**src/ucpf_consts.svh**
```systemverilog
// Constants for the per-channel pin function logic
// How it works
// Multi-function pin shows exactly one selected function
// User output two low when control bit three set
// Control bit three resets to one
// Baud clock mode outputs sixteen-times clock, active low
// Receive-ready mode gives active-low data-available indication
// Far end idles receive input high
// Send-request and terminal-ready outputs active low, general purpose
// Modem inputs active low, readable, no datapath effect
// Transmit pin carries framed outgoing characters
// Select zero user, one baud, two ready, three user
`ifndef UCPF_CONSTS_SVH
`define UCPF_CONSTS_SVH
`define UCPF_SEL_LSB      1
`define UCPF_SEL_MSB      2
`define UCPF_MCR_OP2_BIT  3
`define UCPF_MCR_DTR_BIT  0
`define UCPF_MCR_RTS_BIT  1
`define UCPF_MCR_RESET    8'h08
`define UCPF_AFR_RESET    8'h00
`define UCPF_TX_IDLE      1'b1
`define UCPF_SYNC_STAGES  2
`endif

```
**src/ucpf_pkg.sv**
```systemverilog
// Types for the per-channel pin function logic
package ucpf_pkg;
  // Function select codes of the multi-function pin
  typedef enum logic [1:0] {
    UCPF_FN_USER  = 2'h0,
    UCPF_FN_BAUD  = 2'h1,
    UCPF_FN_READY = 2'h2,
    UCPF_FN_SPARE = 2'h3
  } ucpf_fn_t;
endpackage

```
**src/ucpf_mf_sel.sv**
```systemverilog
// Multi-function output selector for one channel
`timescale 1ns/1ns
`include "ucpf_consts.svh"
module ucpf_mf_sel (
  input  wire logic       clk,
  input  wire logic       reset_n,
  input  wire logic       clk_en,
  input  wire logic [7:0] alternate_function_reg,
  input  wire logic [7:0] modem_control_reg,
  input  wire logic       baud16,
  input  wire logic       rx_avail,
  output logic            multi_function_out_n
);
  import ucpf_pkg::*;

  // Field decode, used by both the mux and the user-level check
  function automatic ucpf_fn_t fn_decode(input logic [7:0] a);
    logic [1:0] s;
    s = a[`UCPF_SEL_MSB:`UCPF_SEL_LSB];
    case (s)
      2'h1:    fn_decode = UCPF_FN_BAUD;
      2'h2:    fn_decode = UCPF_FN_READY;
      default: fn_decode = UCPF_FN_USER;
    endcase
  endfunction

  logic mf_r;   // Registered pin level
  logic mf_nxt; // Next pin level

  // Pick one function for the pin
  always_comb begin
    case (fn_decode(alternate_function_reg))
      UCPF_FN_BAUD:  mf_nxt = ~baud16;
      UCPF_FN_READY: mf_nxt = ~rx_avail;
      default:       mf_nxt = ~modem_control_reg[`UCPF_MCR_OP2_BIT];
    endcase
  end

  // Register the pin; low in reset, as control bit three resets to one
  always_ff @(posedge clk) begin
    if (!reset_n) begin
      mf_r <= 1'b0; // Reset control bit is one, so pin is low
    end else if (clk_en) begin
      mf_r <= mf_nxt;
    end
  end

  assign multi_function_out_n = mf_r;
endmodule

```
**src/ucpf_channel.sv**
```systemverilog
// Pin-level logic of one serial channel
`timescale 1ns/1ns
`include "ucpf_consts.svh"
module ucpf_channel #(
  parameter int DATA_W = 8
) (
  input  wire logic        clk,
  input  wire logic        reset_n,
  input  wire logic        clk_en,
  input  wire logic        afr_we,
  input  wire logic [7:0]  afr_wdata,
  input  wire logic        mcr_we,
  input  wire logic [7:0]  mcr_wdata,
  input  wire logic        baud16,
  input  wire logic        rx_avail,
  input  wire logic        tx_bit,
  input  wire logic        serial_in,
  input  wire logic        clear_send_n,
  input  wire logic        set_ready_n,
  input  wire logic        carrier_detect_n,
  output logic             multi_function_out_n,
  output logic             serial_out,
  output logic             request_send_n,
  output logic             terminal_ready_n,
  output logic             rx_bit,
  output logic [2:0]       modem_in_status,
  output logic [7:0]       afr_q,
  output logic [7:0]       mcr_q
);
  import ucpf_pkg::*;

  // Width check: registers are byte wide
  if (DATA_W != 8) begin : g_bad_width
    $error("DATA_W must be 8");
  end

  logic [7:0] afr_r, afr_nxt;   // Alternate function register
  logic [7:0] mcr_r, mcr_nxt;   // Modem control register
  logic       tx_r, tx_nxt;     // Transmit pin
  logic       rts_r, rts_nxt;   // Send-request pin
  logic       dtr_r, dtr_nxt;   // Terminal-ready pin
  logic       rx_r, rx_nxt;     // Sampled receive line
  logic [2:0] mi_r, mi_nxt;     // Sampled modem inputs, active high
  logic [2:0] modem_pins_n;     // Modem input pins, {cd,dsr,cts}
  logic [2:0] modem_active;     // Same pins, turned active high

  // Gather the active-low modem inputs in one bus
  assign modem_pins_n = {carrier_detect_n, set_ready_n, clear_send_n};

  // One inverter per modem input; levels are status only
  for (genvar gi = 0; gi < 3; gi++) begin : g_modem_in
    assign modem_active[gi] = ~modem_pins_n[gi];
  end

  // Next values for control registers and pins
  always_comb begin
    afr_nxt = afr_we ? afr_wdata : afr_r;
    mcr_nxt = mcr_we ? mcr_wdata : mcr_r;
    tx_nxt  = tx_bit;
    rts_nxt = ~mcr_r[`UCPF_MCR_RTS_BIT];
    dtr_nxt = ~mcr_r[`UCPF_MCR_DTR_BIT];
    rx_nxt  = serial_in;
    // Status only; never steers the datapath
    mi_nxt  = modem_active;
  end

  // Registers, frozen when clock enable is low
  always_ff @(posedge clk) begin
    if (!reset_n) begin
      afr_r <= `UCPF_AFR_RESET;
      mcr_r <= `UCPF_MCR_RESET;
      tx_r  <= `UCPF_TX_IDLE;   // Line held idle during reset
      rts_r <= 1'b1;
      dtr_r <= 1'b1;
      rx_r  <= 1'b1;
      mi_r  <= 3'h0;
    end else if (clk_en) begin
      afr_r <= afr_nxt;
      mcr_r <= mcr_nxt;
      tx_r  <= tx_nxt;
      rts_r <= rts_nxt;
      dtr_r <= dtr_nxt;
      rx_r  <= rx_nxt;
      mi_r  <= mi_nxt;
    end
  end

  // Pin selector reads live registers, one extra cycle of latency
  ucpf_mf_sel u_mf (
    .clk                  (clk),
    .reset_n              (reset_n),
    .clk_en               (clk_en),
    .alternate_function_reg                  (afr_r),
    .modem_control_reg                  (mcr_r),
    .baud16               (baud16),
    .rx_avail             (rx_avail),
    .multi_function_out_n (multi_function_out_n)
  );

  assign serial_out       = tx_r;
  assign request_send_n   = rts_r;
  assign terminal_ready_n = dtr_r;
  assign rx_bit           = rx_r;
  assign modem_in_status  = mi_r;
  assign afr_q            = afr_r;
  assign mcr_q            = mcr_r;
endmodule

```
**config.mk**
```make
export PLATFORM = sky130hd
export DESIGN_NAME = ucpf_channel
export DESIGN_NICKNAME = d
export VERILOG_FILES = /design/src/ucpf_pkg.sv /design/src/ucpf_mf_sel.sv /design/src/ucpf_channel.sv
export VERILOG_INCLUDE_DIRS = /design/src /design/src/src
export SDC_FILE = /design/constraint.sdc
export NUM_CORES = 1
export LEC_CHECK = 0
export BUFFER_PORTS_ARGS = -buffer_cell sky130_fd_sc_hd__buf_2
export CAP_MARGIN = 5
export CORE_MARGIN = 2
export CORE_UTILIZATION = 47
export CTS_CLUSTER_SIZE = 16
export DETAILED_ROUTE_END_ITERATION = 8
export HOLD_SLACK_MARGIN = 0.08
export PLACE_DENSITY = 0.89
export SETUP_SLACK_MARGIN = 0.02
export SYNTH_ARGS = -nofsm -noshare
export SYNTH_HDL_FRONTEND = slang
export SYNTH_HIERARCHICAL = 1
export SYNTH_SLANG_ARGS = --single-unit
```
**constraint.sdc**
```tcl
create_clock -name clk -period 2.1 [get_ports clk]
set_input_delay 0.21 -clock clk [delete_from_list [all_inputs] [get_ports clk]]
set_output_delay 0.21 -clock clk [all_outputs]
set_load 0.01 [all_outputs]
```
==> flow_summary.ini, run 1 <==
[route]
route.vias.total = 978
detail_route.wirelength_mm = 2.325
drtPass1Iterations = 4
drt_first_iter_violations = 16
wl_per_cell_um = 12.70
vias_per_cell = 5.344
postRouteAntennaNets = 0
drc = 0

[floorplan]
core_area_um2 = 2022
boundaryPins = 52
rows = 16
start_util = 0.5111
die_h_um = 50.89
die_x_um = 50.89
dieArea_um2 = 2590

[synthesis]
synth_top_area_frac = 0.4649
synth_fa_ha_area_frac = 0.02421
synth-compound-area-share = 0.1671
synth_area_per_cell_um2 = 9.228
synth_area_leader_cell = dfxtp_1
synthMuxAreaShare = 0.01937
synth_top_family_by_area = simple AND/OR/NAND/NOR gates
yosysWarnings = 6
syn-instance-count = 112
ys_seq_elements = 24
synth.top_cells.by_area = dfxtp_1 (46%), nand4_1 (9.1%), nand2_1 (7.3%)
yosys.area_share.xor_xnor = 0
synthSimpleGateAreaFrac = 0.2155
yosysSeqAreaShare = 0.4649
syn_area_um2 = 1033
synth_cell_types = 24
synth_nets = 142

[placement]
post-place-ws_ns = 0.8656
hpwl_mm = 1.734
port_buffers = 51
place_congestion = 0.6837
dp.cells = 179

[sta]
setup_tns_ns = 0
period_share = 0.5707
fin_ws_ns = 0.9016
finClkSkew_ns = 0.004245
worst_slew_pin_slew_ns = 0.6266
hold_viol = 0
slew_headroom = 0.5823
fin_crit_ns = 1.198
setup_viol = 0
rsz0062_at_grt = no
maxSlewViolCount = 0
max_freq_mhz = 834.5

[clock_network]
tritoncts = built
clockBufferDepth = 2
cts.clk_slew.worst_paths_ns = 0.13
post-cts-setup-buffers = 0
insertion_delay_ns = 0.31
ctsHtreeMaxLevel = 1
holdBufCountCts = 0
numCtsBuffers = 3
cts_resized = 0
cts_root_buf = clkbuf_4
cts_sinks = 24

[flow_run]
max_cap_viol_count = 0

[grt]
antenna_found_initial = 0
track_usage = 0.1940
grt_first_pass_wirelength_mm = 3.857
grt_overflow = 0
grt_pass1_vias = 930
grt_max_degree = 40

[layout]
layout_commonest_cell = buf_2
antenna_cells = 0
final_cell_mix = buf_2 (51), dfxtp_1 (24), nand2_1 (20)
final_util = 0.6337
fin_nets = 187
finalNonFillerCells = 183
drive_gt1_frac = 0.4167
syn_to_final_growth_pct = 23.97

[worst_setup_path]
critPathLaunchType = register
cp_data_arrival_time_ns = 1.44
crit_path_max_fanout = 4
path_class = reg2reg
endpoint_kind = register
cp_data_required_time_ns = 2.35

[power_and_ir_drop]
peakVddDrop_mv = 0.4527
power.total_mw = 0.9478
total_leakage_power_nw = 0.6229
powerDensity_nw_per_um2 = 739.8

[hold_path]
holdCritPathClass = in2reg

[run_status]
status = finished, final reports clean
-- routing by layer --
metal,global-route usage,part of all wire
met3,0.03216,0.060
met2,0.3706,0.54
met5,0,0
met4,0.07207,0.015
met1,0.2126,0.39
-- area by class of cell --
type                       instances  area, um2
clock buffer                       3      22.52
clock inverter                     1      30.03
fill                             174      740.7
inverter                           5      18.77
multi-input combinational         72      440.4
sequential                        24      480.5
tap                               27      33.78
timing repair buffer              51      255.2
-- logic make-up (layout without fill, tap and decap cells) --
| logic type | Yosys count | count (layout) |
|---|---|---|
| muxes | 2 | 2 |
| adders and majority gates | 2 | 2 |
| and+or+nand+nor | 44 | 44 |
| buffers and inverters | 16 | 60 |
| DFF | 24 | 24 |
| AOI/OAI and AO/OA | 24 | 24 |
-- synthesized netlist by cell type --
master and n:
mux2i_1 2, nand3_1 2, dfxtp_1 24, nand2_1 20
inv_1 4, a21oi_1 1, o211a_1 3, a31oi_1 1
clkinv_1 1, o21ai_2 7, o21ai_0 2, nor2b_1 1
nand4_1 15, nor2_1 2, o211ai_1 1, o21ai_1 8
and2_4 2, buf_4 3, o211ai_2 1, buf_6 5
ha_1 2, and2_0 1, and2_1 1, buf_2 3
-- worst max-delay path: stages, from the launching register on --
cell and delay [ns]:
dfxtp_1 0.40, inv_1 0.06, ha_1 0.31, nand3_1 0.09
o211ai_1 0.10, a31oi_1 0.17
-- metrics by stage --
step,area [um2],hold slack (ns)
3_3_place_gp,1229,0.4310
2_1_floorplan,1033,0.3112
5_1_grt,1281,0.1085
4_1_cts,1281,0.1134
6_report,1281,0.1192
3_5_place_dp,1229,0.4392
-- state kept, by name, indices dropped and copies added (netlist names) --
signal,count
request_send_n,1
afr_q,8
u_mf/multi_function_out_n,1
rx_bit,1
serial_out,1
terminal_ready_n,1
mcr_q,8
modem_in_status,3
-- final timing paths --
| kind | start | end | slack, ns | cells past startpoint |
|---|---|---|---|---|
| worst max-delay path | afr_q[1] | u_mf/multi_function_out_n | 0.90 | 5 |
| worst min-delay path | serial_in | rx_bit | 0.12 | 3 |
| worst max register to register | afr_q[1] | u_mf/multi_function_out_n | 0.90 | 5 |
| worst min register to register | afr_q[6] | afr_q[6] | 0.46 | 2 |
-- where the power goes --
group | internal, mW | switching (mW)
Clock | 0.193 | 0.132
Sequential | 0.479 | 0.0131
Combinational | 0.0566 | 0.0739
(Power assumes the default switching activity.)
==> run 2, diff against run 1 <==
--- a/config.mk
+++ b/config.mk
@@ -9,11 +9,11 @@
 export BUFFER_PORTS_ARGS = -buffer_cell sky130_fd_sc_hd__buf_2
 export CAP_MARGIN = 5
 export CORE_MARGIN = 2
-export CORE_UTILIZATION = 47
+export CORE_UTILIZATION = 40
 export CTS_CLUSTER_SIZE = 16
 export DETAILED_ROUTE_END_ITERATION = 8
 export HOLD_SLACK_MARGIN = 0.08
-export PLACE_DENSITY = 0.89
+export PLACE_DENSITY = 0.81
 export SETUP_SLACK_MARGIN = 0.02
 export SYNTH_ARGS = -nofsm -noshare
 export SYNTH_HDL_FRONTEND = slang
==> constraint.sdc (replaced) <==
create_clock -name clk -period 1.1 [get_ports clk]
set_input_delay 0.11 -clock clk [delete_from_list [all_inputs] [get_ports clk]]
set_output_delay 0.11 -clock clk [all_outputs]
set_load 0.01 [all_outputs]
==> flow_summary.ini, run 2 (synthesized netlist as in run 1, its figures left out) <==
[clock_network]
cts.clk_slew.worst_paths_ns = 0.12
cts_sinks = 24
tritoncts = built
numCtsBuffers = 3
clockBufferDepth = 2
ctsHtreeMaxLevel = 1
cts_root_buf = clkbuf_4
insertion_delay_ns = 0.31

[worst_setup_path]
path_class = reg2out
endpoint_kind = output port
crit_path_max_fanout = 3
critPathLaunchType = register
worstRegToRegCells = 4
cp_data_arrival_time_ns = 0.91
cp_data_required_time_ns = 0.99

[run_status]
status = finished, final reports clean

[sta]
worst_slew_pin_slew_ns = 0.3104
hold_viol = 0
rsz0062_at_grt = no
fin_ws_ns = 0.08036
setup_viol = 0
maxSlewViolCount = 0
whs_ns = 0.1347
fin_crit_ns = 1.020
period_share = 0.9269
slew_headroom = 0.7931
max_freq_mhz = 980.7
finClkSkew_ns = 0.008953
setup_tns_ns = 0

[power_and_ir_drop]
peakVddDrop_mv = 1.223
total_leakage_power_nw = 0.7413
powerDensity_nw_per_um2 = 1216

[layout]
antenna_cells = 0
design_area_um2 = 1560
final_cell_mix = buf_2 (51), dfxtp_1 (22), dlygate4sd3_1 (21)
layout_commonest_cell = buf_2
syn_to_final_growth_pct = 50.97
drive_gt1_frac = 0.4066
finalNonFillerCells = 212
fin_nets = 213

[floorplan]
core_area_um2 = 2455
rows = 18
dieArea_um2 = 3006
boundaryPins = 52
die_x_um = 54.83
start_util = 0.4210
die_h_um = 54.83

[grt]
antenna_found_initial = 0
grt_first_pass_wirelength_mm = 4.105
grt_pass1_vias = 1001
grt_overflow = 0
grt_max_degree = 40
track_usage = 0.1926

[placement]
place_congestion = 0.7433
post-place-ws_ns = 0.01427
dp.cells = 186
placed_area_um2 = 1276
hpwl_mm = 1.748
port_buffers = 51

[flow_run]
max_cap_viol_count = 0

[route]
vias_per_cell = 5.024
drc = 0
drtPass1Iterations = 4
route.vias.total = 1065
drt_first_iter_violations = 11
wl_per_cell_um = 12.46
detail_route.wirelength_mm = 2.642
postRouteAntennaNets = 0

[hold_path]
holdCritPathClass = in2reg
whs_path_depth = 3
-- run 2: metrics by stage --
step	utilization	total power, mW
3_3_place_gp	0.5199	1.214
6_report	0.6356	1.897
2_1_floorplan	-	1.120
5_1_grt	0.6356	1.984
3_5_place_dp	0.5199	1.226
4_1_cts	0.6300	1.914
-- run 2: repair_timing --
action / 4_1_cts / 5_1_grt
cloned: 0 / 0
pin swaps: 0 / 0
setup buffers: 1 / 0
endpoints found under the hold margin: 21 / 0
resized for setup: 0 / 3
hold buffers: 21 / 0
setup endpoints to repair: 1 / 1
-- run 2: final timing paths --
check	startpoint	endpoint	slack (ns)
min reg2reg	afr_q[3]	afr_q[3]	0.46
max	afr_q[1]	afr_q[1]	0.08
min	afr_we	afr_q[1]	0.13
max reg2reg	afr_q[1]	u_mf/multi_function_out_n	0.09
-- run 2: layer usage --
metal | wire [um] | track usage | up-vias
met5 | 0 | 0 | -
met4 | 20 | 0.07500 | 0
met3 | 172 | 0.03552 | 2
met2 | 1403 | 0.3571 | 34
met1 | 1045 | 0.2128 | 493
li1 | - | - | 536
-- run 2: layout make-up --
type | instances | area (um2)
multi-input cells | 72 | 452.9
repair buffers | 77 | 515.5
well taps | 30 | 37.54
clock buffers | 3 | 22.52
fillers | 203 | 894.6
flip-flops and latches | 24 | 483.0
inverters | 5 | 18.77
clock inverters | 1 | 30.03
-- run 2: worst max-delay path: stages (launching register included) --
cell and delay (ns):
dfxtp_2 0.35, buf_4 0.13, buf_2 0.13
-- run 2: report_power, final --
part,internal [mW],leakage (nW),switching [mW]
clock,0.368,0.0279,0.257
sequential,0.916,0.198,0.0251
combinational,0.175,0.515,0.157
==> run 3, diff against run 2 <==
--- a/config.mk
+++ b/config.mk
@@ -7,7 +7,6 @@
 export NUM_CORES = 1
 export LEC_CHECK = 0
 export BUFFER_PORTS_ARGS = -buffer_cell sky130_fd_sc_hd__buf_2
-export CAP_MARGIN = 5
 export CORE_MARGIN = 2
 export CORE_UTILIZATION = 40
 export CTS_CLUSTER_SIZE = 16
==> constraint.sdc (replaced) <==
create_clock -name clk -period 0.85 [get_ports clk]
set_input_delay 0.085 -clock clk [delete_from_list [all_inputs] [get_ports clk]]
set_output_delay 0.085 -clock clk [all_outputs]
set_load 0.01 [all_outputs]
==> flow_summary.ini, run 3 (synthesized netlist as in run 1, its figures left out) <==
[run_status]
status = complete, but fails checks
violations = setup timing

[layout]
syn_to_final_growth_pct = 73.00
layout_commonest_cell = buf_2
antenna_cells = 0
final_cell_mix = buf_2 (28), buf_6 (24), dfxtp_2 (22)
drive_gt1_frac = 0.5585
fin_nets = 220

[placement]
hpwl_mm = 1.861
place_congestion = 0.6802
post-place-ws_ns = -0.1886
port_buffers = 51

[grt]
antenna_found_initial = 0
grt_first_pass_wirelength_mm = 5.244
track_usage = 0.2527
grt_overflow = 0
grt_max_degree = 40
grt_pass1_vias = 1162

[sta]
worst_slew_pin_slew_ns = 0.2064
maxSlewViolCount = 0
rsz0062_at_grt = yes
fin_ws_ns = -0.1338
slew_headroom = 0.8624
fin_crit_ns = 0.9838
max_freq_mhz = 1016
hold_viol = 0
finClkSkew_ns = 0.003750
setup_viol = 25
whs_ns = 0.1109
period_share = 1.157

[route]
detail_route.wirelength_mm = 3.470
drc = 0
drtPass1Iterations = 4
route.vias.total = 1156
wl_per_cell_um = 15.92
drt_first_iter_violations = 13
postRouteAntennaNets = 0
vias_per_cell = 5.303

[power_and_ir_drop]
power.switching_mw = 0.6121
p_int_mw = 1.676
total_leakage_power_nw = 0.8049
powerDensity_nw_per_um2 = 1280
swShare = 0.2675
power_frac_seq = 0.542
peakVddDrop_mv = 1.042
clkPwrFrac = 0.216
comb_power_share = 0.242

[clock_network]
insertion_delay_ns = 0.31
numCtsBuffers = 3
ctsHtreeMaxLevel = 1
cts.clk_slew.worst_paths_ns = 0.12
clockBufferDepth = 2
cts_root_buf = clkbuf_4
cts_sinks = 24
tritoncts = built

[worst_setup_path]
cp_data_arrival_time_ns = 1.19
crit_path_start = afr_q[1]
r2r_start = afr_q[1]
critPathLaunchType = register
crit_path_max_incr_delay_ns = 0.37
crit_chain = inv_2 > ha_4 > nor2b_4 > a21oi_2 > a31oi_1
crit_slowest_cell = dfxtp_2
path_class = reg2reg
cp_num_buf_inv = 1
cp_data_required_time_ns = 1.06
crit_path_max_fanout = 3
path_delay_family = flip-flops
endpoint_kind = register

[floorplan]
die_h_um = 54.83
die_x_um = 54.83
core_area_um2 = 2455
rows = 18
boundaryPins = 52
start_util = 0.4210
dieArea_um2 = 3006

[hold_path]
hp-start = afr_we
holdCritPathClass = in2reg

[flow_run]
max_cap_viol_count = 0
[run 3: worst min-delay path, cell delays in order]
cell and delay [ns]:
buf_2 0.16, nand4_1 0.10, o21ai_1 0.05
[run 3: timing repair]
item                       4_1_cts  5_1_grt
pin swaps                        2        1
setup buffers                    4        1
setup endpoints to repair       25       25
hold buffers                    21        0
gates resized for setup         55        0
hold endpoints to repair        21        0
[run 3: layout make-up]
type	instances	area, um2
Tap cell	30	37.54
Inverter	5	18.77
Multi-Input combinational cell	72	481.7
Timing Repair Buffer	84	715.7
Clock buffer	3	22.52
Sequential cell	24	511.7
Fill cell	171	666.9
[run 3: power by group through the flow]
stage               registers, mW  logic (mW)  clock network [mW]
floorplan                    1.27       0.179                   0
global placement             1.24       0.342                   0
detailed placement           1.24       0.358                   0
CTS                          1.24       0.529               0.487
global route                 1.25       0.592               0.558
finish                       1.24       0.553               0.494
[run 3: worst paths after layout]
kind                          endpoint  slack, ns  depth (start not counted)
min reg2reg                   afr_q[3]       0.47                          2
max reg2reg  u_mf/multi_function_out_n      -0.13                          5
min                           afr_q[1]       0.11                          3
max          u_mf/multi_function_out_n      -0.13                          5
[run 3: stage by stage]
step           utilization  setup TNS, ns  instances  power [mW]  cell area [um2]
3_3_place_gp        0.5291        -0.1172        189       1.580             1299
5_1_grt             0.7283         -1.470        218       2.397             1788
4_1_cts             0.7253        -0.3921        217       2.253             1780
2_1_floorplan            -        -0.1512        112       1.449             1035
3_5_place_dp        0.5291        -0.1886        189       1.599             1299
6_report            0.7283        -0.5611        218       2.288             1788
[run 3: metal layers]
layer | part of all wire | global-route usage
met1 | 0.37 | 0.2688
met2 | 0.55 | 0.4742
met3 | 0.053 | 0.03825
met4 | 0.031 | 0.1250
met5 | 0 | 0
